## src/rtio_defs.vh

```
// Register offsets, field positions, reset values and timing for the relay/TTL port
`ifndef RTIO_DEFS_VH
`define RTIO_DEFS_VH

// Register byte offsets
`define RTIO_OFF_CTRL     8'h00
`define RTIO_OFF_RELAY    8'h04
`define RTIO_OFF_TTL_OUT  8'h08
`define RTIO_OFF_TTL_IN   8'h0c
`define RTIO_OFF_VCH_CFG  8'h10
`define RTIO_OFF_VCH1     8'h14
`define RTIO_OFF_VCH2     8'h18
`define RTIO_OFF_VCH3     8'h1c
`define RTIO_OFF_CONV     8'h20
`define RTIO_OFF_STATUS   8'h24

// Control register fields
`define RTIO_CTRL_OE      0
`define RTIO_CTRL_TTL_DIR 1

// Virtual channel config: bit n = channel n+1 is an input (follows)
`define RTIO_VCFG_IN_LSB  0
`define RTIO_VCFG_SRC_LSB 4

// Reset values
`define RTIO_RST_RELAY    4'h0
`define RTIO_RST_TTL      8'h00
`define RTIO_RST_VCH      16'h0000

// AXI responses
`define RTIO_RESP_OKAY    2'b00
`define RTIO_RESP_SLVERR  2'b10

// Conversion period in ns and derived cycle count at 50 ns clock
`define RTIO_CONV_NS      100000
`define RTIO_CLK_NS       50
`define RTIO_CONV_CYC     (`RTIO_CONV_NS / `RTIO_CLK_NS)

`endif

```

## src/rtio_sync.v

```verilog
// Three-stage input synchroniser with agreement filter for TTL pins
`timescale 1ns/1ns
`default_nettype none

module rtio_sync #(
   parameter W = 8
) (
   input  wire         clk,      // System clock
   input  wire         rst_n,    // Synchronous reset, active low
   input  wire         ce,       // Clock enable
   input  wire [W-1:0] din,      // Asynchronous pin levels
   output reg  [W-1:0] dout_ff   // Filtered synchronous levels
);

   reg [W-1:0] s1_ff;
   reg [W-1:0] s2_ff;
   reg [W-1:0] s3_ff;

   // ----------------------------------------------------------------
   // Chain: only stage two reads stage one
   // ----------------------------------------------------------------
   always @(posedge clk)
   begin
      if (!rst_n)
      begin
         s1_ff   <= {W{1'b0}};
         s2_ff   <= {W{1'b0}};
         s3_ff   <= {W{1'b0}};
         dout_ff <= {W{1'b0}};
      end
      else if (ce)
      begin
         s1_ff <= din;
         s2_ff <= s1_ff;
         s3_ff <= s2_ff;
         // Change counts only once stages two and three agree
         dout_ff <= (s2_ff & ~(s2_ff ^ s3_ff)) |
                    (dout_ff & (s2_ff ^ s3_ff));
      end
   end

endmodule // rtio_sync

`default_nettype wire

```

## src/rtio_port.v

```verilog
// Relay and TTL I/O port with virtual channels behind an AXI4-Lite slave
//
// Chosen here: the AXI4-Lite slave port and the register offsets.
`timescale 1ns/1ns
`default_nettype none
`include "rtio_defs.vh"

module rtio_port #(
   parameter VW       = 16,              // Virtual channel width
   parameter CONV_CYC = `RTIO_CONV_CYC   // Cycles between conversions
) (
   input  wire          clk,            // System clock, 20 MHz
   input  wire          rst_n,          // Synchronous reset, active low
   input  wire          ce,             // Clock enable, freezes all state
   // AXI4-Lite slave
   input  wire [7:0]    s_awaddr,       // Write address
   input  wire          s_awvalid,      // Write address valid
   output reg           s_awready,      // Write address ready
   input  wire [31:0]   s_wdata,        // Write data
   input  wire [3:0]    s_wstrb,        // Write byte strobes
   input  wire          s_wvalid,       // Write data valid
   output reg           s_wready,       // Write data ready
   output reg  [1:0]    s_bresp,        // Write response
   output reg           s_bvalid,       // Write response valid
   input  wire          s_bready,       // Write response ready
   input  wire [7:0]    s_araddr,       // Read address
   input  wire          s_arvalid,      // Read address valid
   output reg           s_arready,      // Read address ready
   output reg  [31:0]   s_rdata,        // Read data
   output reg  [1:0]    s_rresp,        // Read response
   output reg           s_rvalid,       // Read data valid
   input  wire          s_rready,       // Read data ready
   // Relays and TTL pins
   output reg  [3:0]    relay_drive,    // Relay coil drive, A in bit 0
   input  wire [7:0]    ttl_in,         // TTL pin levels
   output reg  [7:0]    ttl_out,        // TTL pin drive values
   output reg  [7:0]    ttl_oe,         // TTL pin output enables
   // Virtual channel feed
   input  wire [VW-1:0] follow_src0,    // Followable channel 0
   input  wire [VW-1:0] follow_src1,    // Followable channel 1
   input  wire [VW-1:0] pid_out1,       // Feedback result, channel one
   input  wire [VW-1:0] pid_out2,       // Feedback result, channel two
   input  wire [VW-1:0] pid_out3,       // Feedback result, channel three
   output reg           conv_tick,      // Conversion event pulse
   output reg           pid_run         // Feedback loops may run
);

   // ----------------------------------------------------------------
   // State
   // ----------------------------------------------------------------
   reg          oe_ff;
   reg          ttl_dir_ff;                // 1 = output
   reg [3:0]    relay_ff;
   reg [7:0]    ttl_wr_ff;
   reg [5:0]    vcfg_ff;                   // [2:0] input, [5:3] source
   reg [VW-1:0] vpend_ff [0:2];            // Written, not yet effective
   reg [VW-1:0] vch_ff   [0:2];            // Effective values
   reg [2:0]    vdirty_ff;
   reg [31:0]   conv_cnt_ff;
   reg [31:0]   conv_num_ff;
   reg          aw_got_ff;
   reg          w_got_ff;
   reg [7:0]    awaddr_ff;
   reg [31:0]   wdata_ff;
   reg [3:0]    wstrb_ff;
   wire [7:0]   ttl_sync;
   integer      i;

   // Synchronised TTL pins
   rtio_sync #(.W(8)) u_sync (
      .clk     (clk),
      .rst_n   (rst_n),
      .ce      (ce),
      .din     (ttl_in),
      .dout_ff (ttl_sync)
   );

   // Merge a written word with its byte strobes
   function [31:0] strb_merge;
      input [31:0] old;
      input [31:0] nw;
      input [3:0]  st;
      integer k;
      begin
         strb_merge = old;
         for (k = 0; k < 4; k = k + 1)
            if (st[k])
               strb_merge[k*8 +: 8] = nw[k*8 +: 8];
      end
   endfunction

   // Select one followable source
   function [VW-1:0] src_pick;
      input sel;
      begin
         src_pick = sel ? follow_src1 : follow_src0;
      end
   endfunction

   // Virtual channel index from its address: 14/18/1c give 0/1/2
   // The two-bit sum wraps on purpose, so no compare chain is needed
   function [1:0] vch_idx;
      input [7:0] addr;
      begin
         vch_idx = addr[3:2] + 2'd3;
      end
   endfunction

   // Whole-port TTL value as seen by software
   wire [7:0] ttl_value = ttl_dir_ff ? ttl_wr_ff : ttl_sync;

   wire        conv_now = (conv_cnt_ff == CONV_CYC - 1);
   wire        wr_go    = aw_got_ff && w_got_ff && !s_bvalid;
   wire [31:0] wm       = strb_merge(32'h0000_0000, wdata_ff, wstrb_ff);

   // Pending virtual word merged with the strobes; only the low VW
   // bits are kept, the upper bytes of a wide write are dropped
   wire [31:0] vmerge   = strb_merge({{(32-VW){1'b0}},
                                      vpend_ff[vch_idx(awaddr_ff)]},
                                     wdata_ff, wstrb_ff);

   // ----------------------------------------------------------------
   // AXI write channel: address and data in either order
   // ----------------------------------------------------------------
   always @(posedge clk)
   begin
      if (!rst_n)
      begin
         s_awready <= 1'b0;
         s_wready  <= 1'b0;
         s_bvalid  <= 1'b0;
         s_bresp   <= `RTIO_RESP_OKAY;
         aw_got_ff <= 1'b0;
         w_got_ff  <= 1'b0;
         awaddr_ff <= 8'h00;
         wdata_ff  <= 32'h0000_0000;
         wstrb_ff  <= 4'h0;
      end
      else if (ce)
      begin
         s_awready <= !aw_got_ff && !s_awready && s_awvalid;
         s_wready  <= !w_got_ff && !s_wready && s_wvalid;
         if (s_awvalid && s_awready)
         begin
            aw_got_ff <= 1'b1;
            awaddr_ff <= s_awaddr;
         end
         if (s_wvalid && s_wready)
         begin
            w_got_ff <= 1'b1;
            wdata_ff <= s_wdata;
            wstrb_ff <= s_wstrb;
         end
         if (wr_go)
         begin
            aw_got_ff <= 1'b0;
            w_got_ff  <= 1'b0;
            s_bvalid  <= 1'b1;
            case (awaddr_ff)
               `RTIO_OFF_CTRL, `RTIO_OFF_RELAY, `RTIO_OFF_TTL_OUT,
               `RTIO_OFF_VCH_CFG, `RTIO_OFF_VCH1, `RTIO_OFF_VCH2,
               `RTIO_OFF_VCH3:
                  s_bresp <= `RTIO_RESP_OKAY;
               default:
                  s_bresp <= `RTIO_RESP_SLVERR;
            endcase
         end
         else if (s_bvalid && s_bready)
            s_bvalid <= 1'b0;
      end
   end

   // ----------------------------------------------------------------
   // Register writes and conversion timing
   // ----------------------------------------------------------------
   always @(posedge clk)
   begin
      if (!rst_n)
      begin
         oe_ff       <= 1'b0;
         ttl_dir_ff  <= 1'b0;
         relay_ff    <= `RTIO_RST_RELAY;
         ttl_wr_ff   <= `RTIO_RST_TTL;
         vcfg_ff     <= 6'h00;
         vdirty_ff   <= 3'h0;
         conv_cnt_ff <= 32'h0000_0000;
         conv_num_ff <= 32'h0000_0000;
         for (i = 0; i < 3; i = i + 1)
         begin
            vpend_ff[i] <= `RTIO_RST_VCH;
            vch_ff[i]   <= `RTIO_RST_VCH;
         end
      end
      else if (ce)
      begin
         // Free-running conversion timer
         if (conv_now)
         begin
            conv_cnt_ff <= 32'h0000_0000;
            conv_num_ff <= conv_num_ff + 32'h0000_0001;
         end
         else
            conv_cnt_ff <= conv_cnt_ff + 32'h0000_0001;

         // Virtual values update only at the conversion event
         if (conv_now)
         begin
            for (i = 0; i < 3; i = i + 1)
            begin
               if (vcfg_ff[i])
                  vch_ff[i] <= src_pick(vcfg_ff[3+i]);
               else if (vdirty_ff[i])
                  vch_ff[i] <= vpend_ff[i];
               else if (oe_ff)
                  vch_ff[i] <= (i == 0) ? pid_out1 :
                               (i == 1) ? pid_out2 : pid_out3;
               // Output enable off: value simply holds
            end
            vdirty_ff <= 3'h0;
         end

         if (wr_go)
         begin
            case (awaddr_ff)
               `RTIO_OFF_CTRL:
               begin
                  if (wstrb_ff[0])
                  begin
                     oe_ff      <= wm[`RTIO_CTRL_OE];
                     ttl_dir_ff <= wm[`RTIO_CTRL_TTL_DIR];
                  end
               end
               `RTIO_OFF_RELAY:
                  if (wstrb_ff[0])
                     relay_ff <= wm[3:0];
               `RTIO_OFF_TTL_OUT:
                  if (wstrb_ff[0])
                     ttl_wr_ff <= wm[7:0];
               `RTIO_OFF_VCH_CFG:
                  if (wstrb_ff[0])
                     vcfg_ff <= {wm[6:4], wm[2:0]};
               `RTIO_OFF_VCH1, `RTIO_OFF_VCH2, `RTIO_OFF_VCH3:
               begin
                  vpend_ff[vch_idx(awaddr_ff)] <= vmerge[VW-1:0];
                  // A write landing on a conversion edge still counts
                  vdirty_ff[vch_idx(awaddr_ff)] <= 1'b1;
               end
               default:
                  ;
            endcase
         end
      end
   end

   // ----------------------------------------------------------------
   // AXI read channel
   // ----------------------------------------------------------------
   always @(posedge clk)
   begin
      if (!rst_n)
      begin
         s_arready <= 1'b0;
         s_rvalid  <= 1'b0;
         s_rdata   <= 32'h0000_0000;
         s_rresp   <= `RTIO_RESP_OKAY;
      end
      else if (ce)
      begin
         s_arready <= !s_arready && !s_rvalid && s_arvalid;
         if (s_arvalid && s_arready)
         begin
            s_rvalid <= 1'b1;
            s_rresp  <= `RTIO_RESP_OKAY;
            case (s_araddr)
               `RTIO_OFF_CTRL:
                  s_rdata <= {30'h0, ttl_dir_ff, oe_ff};
               `RTIO_OFF_RELAY:
                  s_rdata <= {28'h0, relay_ff & {4{oe_ff}}};
               `RTIO_OFF_TTL_OUT:
                  s_rdata <= {24'h0, ttl_wr_ff};
               `RTIO_OFF_TTL_IN:
                  s_rdata <= {24'h0, ttl_value};
               `RTIO_OFF_VCH_CFG:
                  s_rdata <= {25'h0, vcfg_ff[5:3], 1'b0, vcfg_ff[2:0]};
               `RTIO_OFF_VCH1:
                  s_rdata <= {{(32-VW){1'b0}}, vch_ff[0]};
               `RTIO_OFF_VCH2:
                  s_rdata <= {{(32-VW){1'b0}}, vch_ff[1]};
               `RTIO_OFF_VCH3:
                  s_rdata <= {{(32-VW){1'b0}}, vch_ff[2]};
               `RTIO_OFF_CONV:
                  s_rdata <= conv_num_ff;
               `RTIO_OFF_STATUS:
                  s_rdata <= {29'h0, vdirty_ff};
               default:
               begin
                  s_rdata <= 32'h0000_0000;
                  s_rresp <= `RTIO_RESP_SLVERR;
               end
            endcase
         end
         else if (s_rvalid && s_rready)
            s_rvalid <= 1'b0;
      end
   end

   // ----------------------------------------------------------------
   // Pin outputs, all registered
   // ----------------------------------------------------------------
   always @(posedge clk)
   begin
      if (!rst_n)
      begin
         relay_drive <= 4'h0;
         ttl_out     <= 8'h00;
         ttl_oe      <= 8'h00;
         conv_tick   <= 1'b0;
         pid_run     <= 1'b0;
      end
      else if (ce)
      begin
         relay_drive <= relay_ff & {4{oe_ff}};
         ttl_out     <= ttl_wr_ff;
         ttl_oe      <= {8{ttl_dir_ff}};
         conv_tick   <= conv_now;
         pid_run     <= oe_ff;
      end
   end

endmodule // rtio_port

`default_nettype wire

```

## config.mk

```make
export PLATFORM = sky130hd
export DESIGN_NAME = rtio_port
export DESIGN_NICKNAME = d
export VERILOG_FILES = /design/src/rtio_sync.v /design/src/rtio_port.v
export VERILOG_INCLUDE_DIRS = /design/src
export SDC_FILE = /design/constraint.sdc
export NUM_CORES = 1
export LEC_CHECK = 0
export BUFFER_PORTS_ARGS = -buffer_cell sky130_fd_sc_hd__buf_4
export CORE_UTILIZATION = 45
export DETAILED_ROUTE_END_ITERATION = 10
export PLACE_DENSITY = 0.67
export SLEW_MARGIN = 20
export SYNTH_ARGS = -nofsm -noshare
export SYNTH_HDL_FRONTEND = slang
export SYNTH_SLANG_ARGS = --single-unit
```

## constraint.sdc

```tcl
create_clock -name clk -period 4.6 [get_ports clk]
set_input_delay 0.23 -clock clk [delete_from_list [all_inputs] [get_ports clk]]
set_output_delay 0.23 -clock clk [all_outputs]
set_load 0.005 [all_outputs]
```

==> results of run 1 <==
-- registers in the layout, summed over array words and instances, names as in the netlist, 2 cells and up, named ones only --
name          flops
relay_drive       4
u_sync.s3_ff      8
vpend_ff         48
vcfg_ff           6
conv_num_ff      32
relay_ff          4
wdata_ff         16
vdirty_ff         3
awaddr_ff         8
conv_cnt_ff      32
ttl_wr_ff         8
u_sync.s1_ff      8
wstrb_ff          2
vch_ff           48
u_sync.s2_ff      8
ttl_out           8
s_rdata          32
-- worst min-delay path: cells and delay by family --
kind,cells,cell delay (ns)
simple gates,1,0.04
buf+inv,1,0.10
compound gates,1,0.09
-- routing by layer --
metal	wire, µm	part of all wire (%)	global-route usage, %	up-vias
li1	-	-	-	5765
met5	0	0	0	-
met2	18600	47	41.1	464
met4	1620	4.1	10.5	0
met1	16700	42	33.9	5676
met3	2850	7.2	3.64	92
-- timing repair --
action                                  CTS  global route
resized for setup                         0             0
endpoints found under the hold margin    62             0
endpoints found under the setup margin    0             0
hold buffers                             62             0
-- layout by cell type (no fill, tap or decap), drive strengths merged, types with 3 or more instances in the layout --
master	n
a211oi	34
a21o	5
a21oi	80
a221oi	22
a22o	12
a22oi	37
and2	59
and3	10
and4	4
buf	214
bufinv	4
clkbuf	41
clkinv	9
dfxtp	201
dlygate4sd3	62
edfxtp	96
inv	17
mux2i	65
mux4	3
nand2	163
nand2b	6
nand3	54
nand4	25
nor2	139
nor2b	37
nor3	68
nor4	17
nor4b	6
o21a	3
o21ai	51
o31ai	17
o41ai	33
or2	3
or3	15
or3b	5
or4	19
xnor2	6
xor2	27
-- layout make-up --
class | count | share of cell area (%)
clock buffer | 41 | 5.23
clock inverter | 17 | 1.15
timing repair buffer | 276 | 13.0
sequential | 297 | 40.4
tap | 390 | 2.86
inverter | 13 | 0.300
multi-input combinational | 1045 | 37.0
-- kinds of logic after synthesis --
kind of cell             count (synthesis)  synth area share, %
flip-flops                             297                 50.5
adder cells (fa/ha/maj)                  2                0.183
multiplexers                            69                 5.33
buffers and inverters                  119                 3.62
XOR/XNOR                                33                 2.11
other                                    1               0.0274
AND/OR/NAND/NOR                        635                 23.3
AO/OA/AOI/OAI                          304                 14.9
-- worst paths after layout --
check | to | slack (ns) | depth (start not counted)
setup reg to reg | conv_num_ff[16]$_SDFFE_PN0P_ | 1.43 | 5
hold / removal | vch_ff[0][13]$_SDFFCE_PN0P_ | 0.02 | 3
hold reg to reg | awaddr_ff[0]$_SDFFE_PN0P_ | 0.45 | 2
setup / recovery | conv_num_ff[16]$_SDFFE_PN0P_ | 1.43 | 5
-- report_power, final --
| group | internal [W] | leakage (nW) | switching (W) |
|---|---|---|---|
| Clock | 0.00159 | 0.549 | 0.00105 |
| Sequential | 0.00274 | 2.63 | 0.0000235 |
| Combinational | 0.000155 | 3.10 | 0.000160 |
| Total | 0.00448 | 6.28 | 0.00123 |
-- cells in the mapped netlist (4+ instances only) --
cell type	n	area [µm²]
nand3_1	54	270
nor4b_1	5	43.8
dfxtp_1	201	4020
o31ai_1	17	128
and3_1	10	62.6
nor4_2	4	50.1
nand2_1	163	612
o41ai_1	33	289
nor3_1	68	340
clkbuf_1	81	304
nor4_1	12	75.1
a22oi_1	37	278
mux2i_1	65	651
buf_4	9	67.6
and4_1	4	35.0
buf_1	9	33.8
o21ai_0	51	255
buf_2	5	25.0
nor2_1	139	522
edfxtp_1	96	2880
nor2b_1	37	231
a221oi_1	22	193
or4_1	18	135
or3_1	15	93.8
a22o_1	12	105
nand4_1	24	150
xnor2_1	6	52.6
a21oi_1	80	400
a211oi_1	34	255
nand2b_1	6	37.5
inv_1	13	48.8
and2_1	59	369
a21o_1	5	37.5
xor2_1	27	236
-- per-stage QoR --
step / hold WS [ns] / area [µm²] / total power (W)
global route: 0.0187 / 17100 / 0.00589
CTS: 0.000635 / 17100 / 0.00576
floorplan: 0.366 / 13700 / 0.00294
global placement: 0.439 / 15400 / 0.00309
detailed placement: 0.443 / 15400 / 0.00309
finish: 0.0202 / 17100 / 0.00572
==> metrics.md, run 1 <==
| Metric | Value |
|---|---|
| Vias in the first global route | 11300 |
| First-pass iteration count of the detailed router | 6 |
| Largest net degree at the start of global routing | 96 |
| Register area | 0.00691 mm² |
| Iteration-0 DRC Markers | 988 |
| Post-synth EDFFs | 96 |
| Row count | 63 |
| Cell Chain, Critical Path | ha_1 -> nand3_1 -> or4_1 -> or4_1 -> a21oi_1 |
| CTS tree | built |
| Total CTS buffers | 31 |
| Clock slew at reported path FFs | 0.07 ns |
| Leak Pwr | 6.28 nW |
| WL per Instance | 19.1 µm |
| First-pass GRT wire length | 61700 µm |
| Layout area overhead | 24.8% |
| RR Startpoint | conv_cnt_ff[0]$_SDFFE_PN0P_ |
| Crit path required time | 5.09 ns |
| CP most frequent cell | or4_1 |
| Total setup buffers inserted after CTS | 0 |
| Crit path from | conv_cnt_ff[0]$_SDFFE_PN0P_ |
| Final HPWL DP | 28000 µm |
| FFs w/ async S/R, synth | 0% |
| Antenna violations before repair | 0 |
| Final period util | 68.8% |
| Final Worst Setup Slack | 1.43 ns |
| Worst Tran Pin Value | 1.18 ns |
| Hold_sp | pid_out1[13] |
| Setup WS pre-CTS | 1.40 ns |
| Vias | 12000 |
| Die X | 176 µm |
| Post-synthesis sequential area ratio | 50.5% |
| Power density over cell area | 335 mW/mm² |
| Worst hold path class | in2reg |
| Status | finished, final reports clean |
| Post-Place Cells | 1959 |
| Root Buffer | clkbuf_16 |
| Post-route DRC | 0 |
| IO Pins | 211 |
| Count of yosys warnings during synthesis | 0 |
| Yosys reg bits | 297 |
| Crit Path Class | reg2reg |
| Family with the most delay on the worst path | simple AND/OR/NAND/NOR gates |
| Arrival time worst endpoint | 3.66 ns |
| VDD IR max | 0.000334 V |
| Max-slew violations | 0 |
| Die Area | 0.0311 mm² |
| Worst skew pair latency | 0.57 ns |
| Nets | 1814 |
| Final min period | 3.17 ns |
| Total Routed Length | 39800 µm |
| Routability cong. | 0.944 |
| Placeable Area | 0.0298 mm² |
| Footprint of the multi-input gates | 0.00632 mm² |
| Antenna Nets Post-Route | 0 |
| Layout fillers | 2635 |
| Post-synthesis cell type count | 59 |
| Top FF cell, synth | dfxtp_1 |
| Setup TNS | 0 ns |
| F_max | 0.316 GHz |
| Initial Util | 45.9% |
| Crit path buf inv count | 0 |
| Setup Skew | 0.0147 ns |
| Crit-path max FO | 27 |
| Die H | 176 µm |
| Via/cell ratio | 5.77 |
| CP endpoint kind | flip-flop |
| Fin util | 57.3% |
| Relative slew slack | 21.3% |
| Syn Std Cell Area | 0.0137 mm² |
| Final cell count without fillers | 2079 |
| Ant diodes | 0 |
| Mapped Cells | 1460 |
| Critical Path Slowest Stage Cell | or4_1 |
| Final setup viols | 0 |
| Max-Cap Viols | 0 |
| Setup crit start kind | flip-flop |
| RSZ-0062 raised after global routing | false |
| Max incr delay on CP | 1.13 ns |
| Mean Syn Cell Area | 9.37 µm² |
| Hold Fails Final Rpt | 0 |
| H-tree levels | 1 |
| Total GRT Usage | 25.3% |
| CTS Sinks | 297 |
| Overflow after GRT | 0 |
| Fraction of layout cells with a size suffix above 1 | 17.3% |
| CTS max path bufs | 3 |
| Buffers on Ports | 190 |
No activity file was read; power rests on OpenSTA's default activity.
==> inputs of run 2 (changes only) <==
Settings changed: PLACE_DENSITY 0.67 to 0.69.
Clock period 4.6 ns to 2.6 ns, I/O delays scaled along.
==> run 2 against run 1 <==
  * Sequential share of layout area shrank 1.1 points
  * Largest power group unchanged
  * Power is 79% higher
  * Critical endpoint is now vpend_ff[1][13]$_SDFFCE_PN0P_
  * Worst setup slack got worse by 1.3 ns
  * Largest cell class unchanged
  * Core utilization up 1.6 points
  * First-iteration DRC count grew 1.2%
==> metrics.md, run 2 (synthesis results as in run 1) <==
| Metric | Value |
|---|---|
| Status | finished, final reports clean |
| Power density over cell area | 583 mW/mm² (+74%) |
| First-pass iteration count of the detailed router | 5 (-1) |
| F_max | 0.402 GHz (+27%) |
| CP endpoint kind | flip-flop |
| Antenna violations before repair | 0 (unchanged) |
| RR Startpoint | awaddr_ff[1]$_SDFFE_PN0P_ |
| Reg2reg setup slack | 0.11 ns (-1.32 ns) |
| Hold_sp | pid_out3[11] |
| Max-slew violations | 0 (unchanged) |
| Worst r2r path cells | 5 (unchanged) |
| Layout area overhead | 28.3% |
| CTS tree | built |
| Total GRT Usage | 25.5% (+0.15 points) |
| CTS Sinks | 297 (unchanged) |
| Clock slew at reported path FFs | 0.06 ns (about the same) |
| Initial Util | 45.9% (unchanged) |
| Largest net degree at the start of global routing | 104 (+8.3%) |
| H-tree levels | 2 (+1) |
| Die X | 176 µm (unchanged) |
| Total Routed Length | 39900 µm (+0.39%) |
| Top Registers | vch_ff (48), vpend_ff (48) |
| Hold Slack | 0.00960 ns (-0.0106 ns) |
| Arrival time worst endpoint | 2.87 ns (-0.79 ns) |
| Final min period | 2.49 ns (-0.681 ns) |
| Ant diodes | 0 (unchanged) |
| R2r endpoint | vpend_ff[1][13]$_SDFFCE_PN0P_ |
| First-pass GRT wire length | 61700 µm (about the same) |
| Worst Tran Pin Value | 0.755 ns (-0.423 ns) |
| Crit-path max FO | 10 (-63%) |
| Hold Fails Final Rpt | 0 (unchanged) |
| Crit path required time | 2.98 ns (-2.11 ns) |
| Cells on Worst Hold Path | 3 (unchanged) |
| RSZ-0062 raised after global routing | true |
| Total power | 0.0102 W (+79%) |
| Setup crit start kind | flip-flop |
| Most frequent cells in the layout | buf_4, dfxtp_1, nand2_1 |
| Setup Skew | 0.0176 ns (+0.00286 ns) |
| Max-Cap Viols | 0 (unchanged) |
| Antenna Nets Post-Route | 0 (unchanged) |
| Worst Hold Path EP | vch_ff[2][11]$_DFFE_PP_ |
| Setup WS pre-CTS | 0.0489 ns (-1.35 ns) |
| Worst hold path class | in2reg |
| Worst skew pair latency | 0.51 ns (-0.06 ns) |
| Crit Path Class | reg2reg |
| Die H | 176 µm (unchanged) |
| Total CTS buffers | 34 (+9.7%) |
| Fraction of layout cells with a size suffix above 1 | 18.9% (+1.5 points) |
| WL per Instance | 18.8 µm (-1.8%) |
| Setup TNS | 0 ns (unchanged) |
| Final Worst Setup Slack | 0.115 ns (-1.32 ns) |
| Final HPWL DP | 28700 µm (+2.7%) |
| Die Area | 0.0311 mm² (unchanged) |
| Relative slew slack | 49.2% (+28 points) |
| Vias in the first global route | 11400 (+0.34%) |
| Row count | 63 (unchanged) |
| Root Buffer | clkbuf_16 |
| Post-route DRC | 0 (unchanged) |
| Leading cell type in the layout, fill and taps excluded | buf_4 |
| Iteration-0 DRC Markers | 1000 (+1.2%) |
| VDD IR max | 0.000389 V (+16%) |
| Nets | 1865 (+2.8%) |
| Via/cell ratio | 5.71 (-1.0%) |
| IO Pins | 211 (unchanged) |
| Overflow after GRT | 0 (unchanged) |
| CTS max path bufs | 3 (unchanged) |
| Routability cong. | 0.922 (-2.4%) |
| Vias | 12100 (+1.2%) |
| Final period util | 95.6% (+27 points) |
| Layout fillers | 2553 (-3.1%) |
| Placeable Area | 0.0298 mm² (unchanged) |
| Final setup viols | 0 (unchanged) |
| Leak Pwr | 6.53 nW (+3.9%) |
| Buffers on Ports | 190 (unchanged) |
run 2: cell types whose count changed in the layout (fill, tap and decap cells not counted), sizes merged, moves of 3 or more:
cell | before | now
clkinv | 9 | 4
dlygate4sd3 | 62 | 68
buf | 214 | 256
clkbuf | 41 | 48
inv | 17 | 14
run 2: final cells by class:
cell class	count	area (µm²)	share of cell area [%]
Tap cell	390	488	2.78
Inverter	13	51.3	0.292
Sequential cell	297	6910	39.3
Timing Repair Buffer	324	2670	15.2
Multi-Input combinational cell	1045	6330	36.1
Clock inverter	9	123	0.699
Clock buffer	48	986	5.62
run 2: per-layer routing:
| metal | vias to the layer above | part of all wire (%) | GRT usage, % |
|---|---|---|---|
| met2 | 409 | 47 | 41.0 |
| met5 | - | 0 | 0 |
| li1 | 5863 | - | - |
| met3 | 85 | 6.7 | 4.07 |
| met1 | 5786 | 43 | 34.0 |
| met4 | 0 | 3.6 | 10.7 |
run 2: critical path, cell delays in order (launching register included):
cell and delay (ns):
dfxtp_1 0.31, or4_1 0.51, or3_1 0.46, or3b_1 0.55, nor2_1 0.35, and2_1 0.18
run 2: where the power goes:
part           switching, W  internal [W]  total, W
sequential        0.0000423       0.00485   0.00489
combinational      0.000287      0.000295  0.000582
clock               0.00183       0.00293   0.00476
total               0.00216       0.00807    0.0102
run 2: timing repair:
action / 4_1_cts / 5_1_grt
gates resized for setup: 0 / 2
endpoints found under the setup margin: 0 / 10
hold endpoints to repair: 69 / 0
hold buffers: 68 / 0
buffers inserted: 0 / 0
run 2: worst max-delay path by stage:
stage,from,endpoint,slack [ns],depth (start not counted)
after global placement,conv_cnt_ff[15]$_SDFFE_PN0P_,vch_ff[0][13]$_SDFFCE_PN0P_,0.08,7
final,awaddr_ff[1]$_SDFFE_PN0P_,vpend_ff[1][13]$_SDFFCE_PN0P_,0.11,5
after detailed placement,conv_cnt_ff[15]$_SDFFE_PN0P_,vch_ff[0][13]$_SDFFCE_PN0P_,0.05,7
after CTS,conv_cnt_ff[15]$_SDFFE_PN0P_,vch_ff[0][13]$_SDFFCE_PN0P_,0.03,7
after global routing,awaddr_ff[1]$_SDFFE_PN0P_,vpend_ff[1][10]$_SDFFCE_PN0P_,-0.01,5
after floorplan,conv_cnt_ff[5]$_SDFFE_PN0P_,vch_ff[0][0]$_SDFFCE_PN0P_,-0.30,5
run 2: stage by stage:
| stage | util, % | area [µm²] | cells |
|---|---|---|---|
| 6_report | 58.9 | 17600 | 2126 |
| 5_1_grt | 58.9 | 17600 | 2126 |
| 4_1_cts | 58.8 | 17500 | 2126 |
| 3_5_place_dp | 52.8 | 15700 | 2001 |
| 3_3_place_gp | 52.8 | 15700 | 2001 |
| 2_1_floorplan | - | 13700 | 1461 |
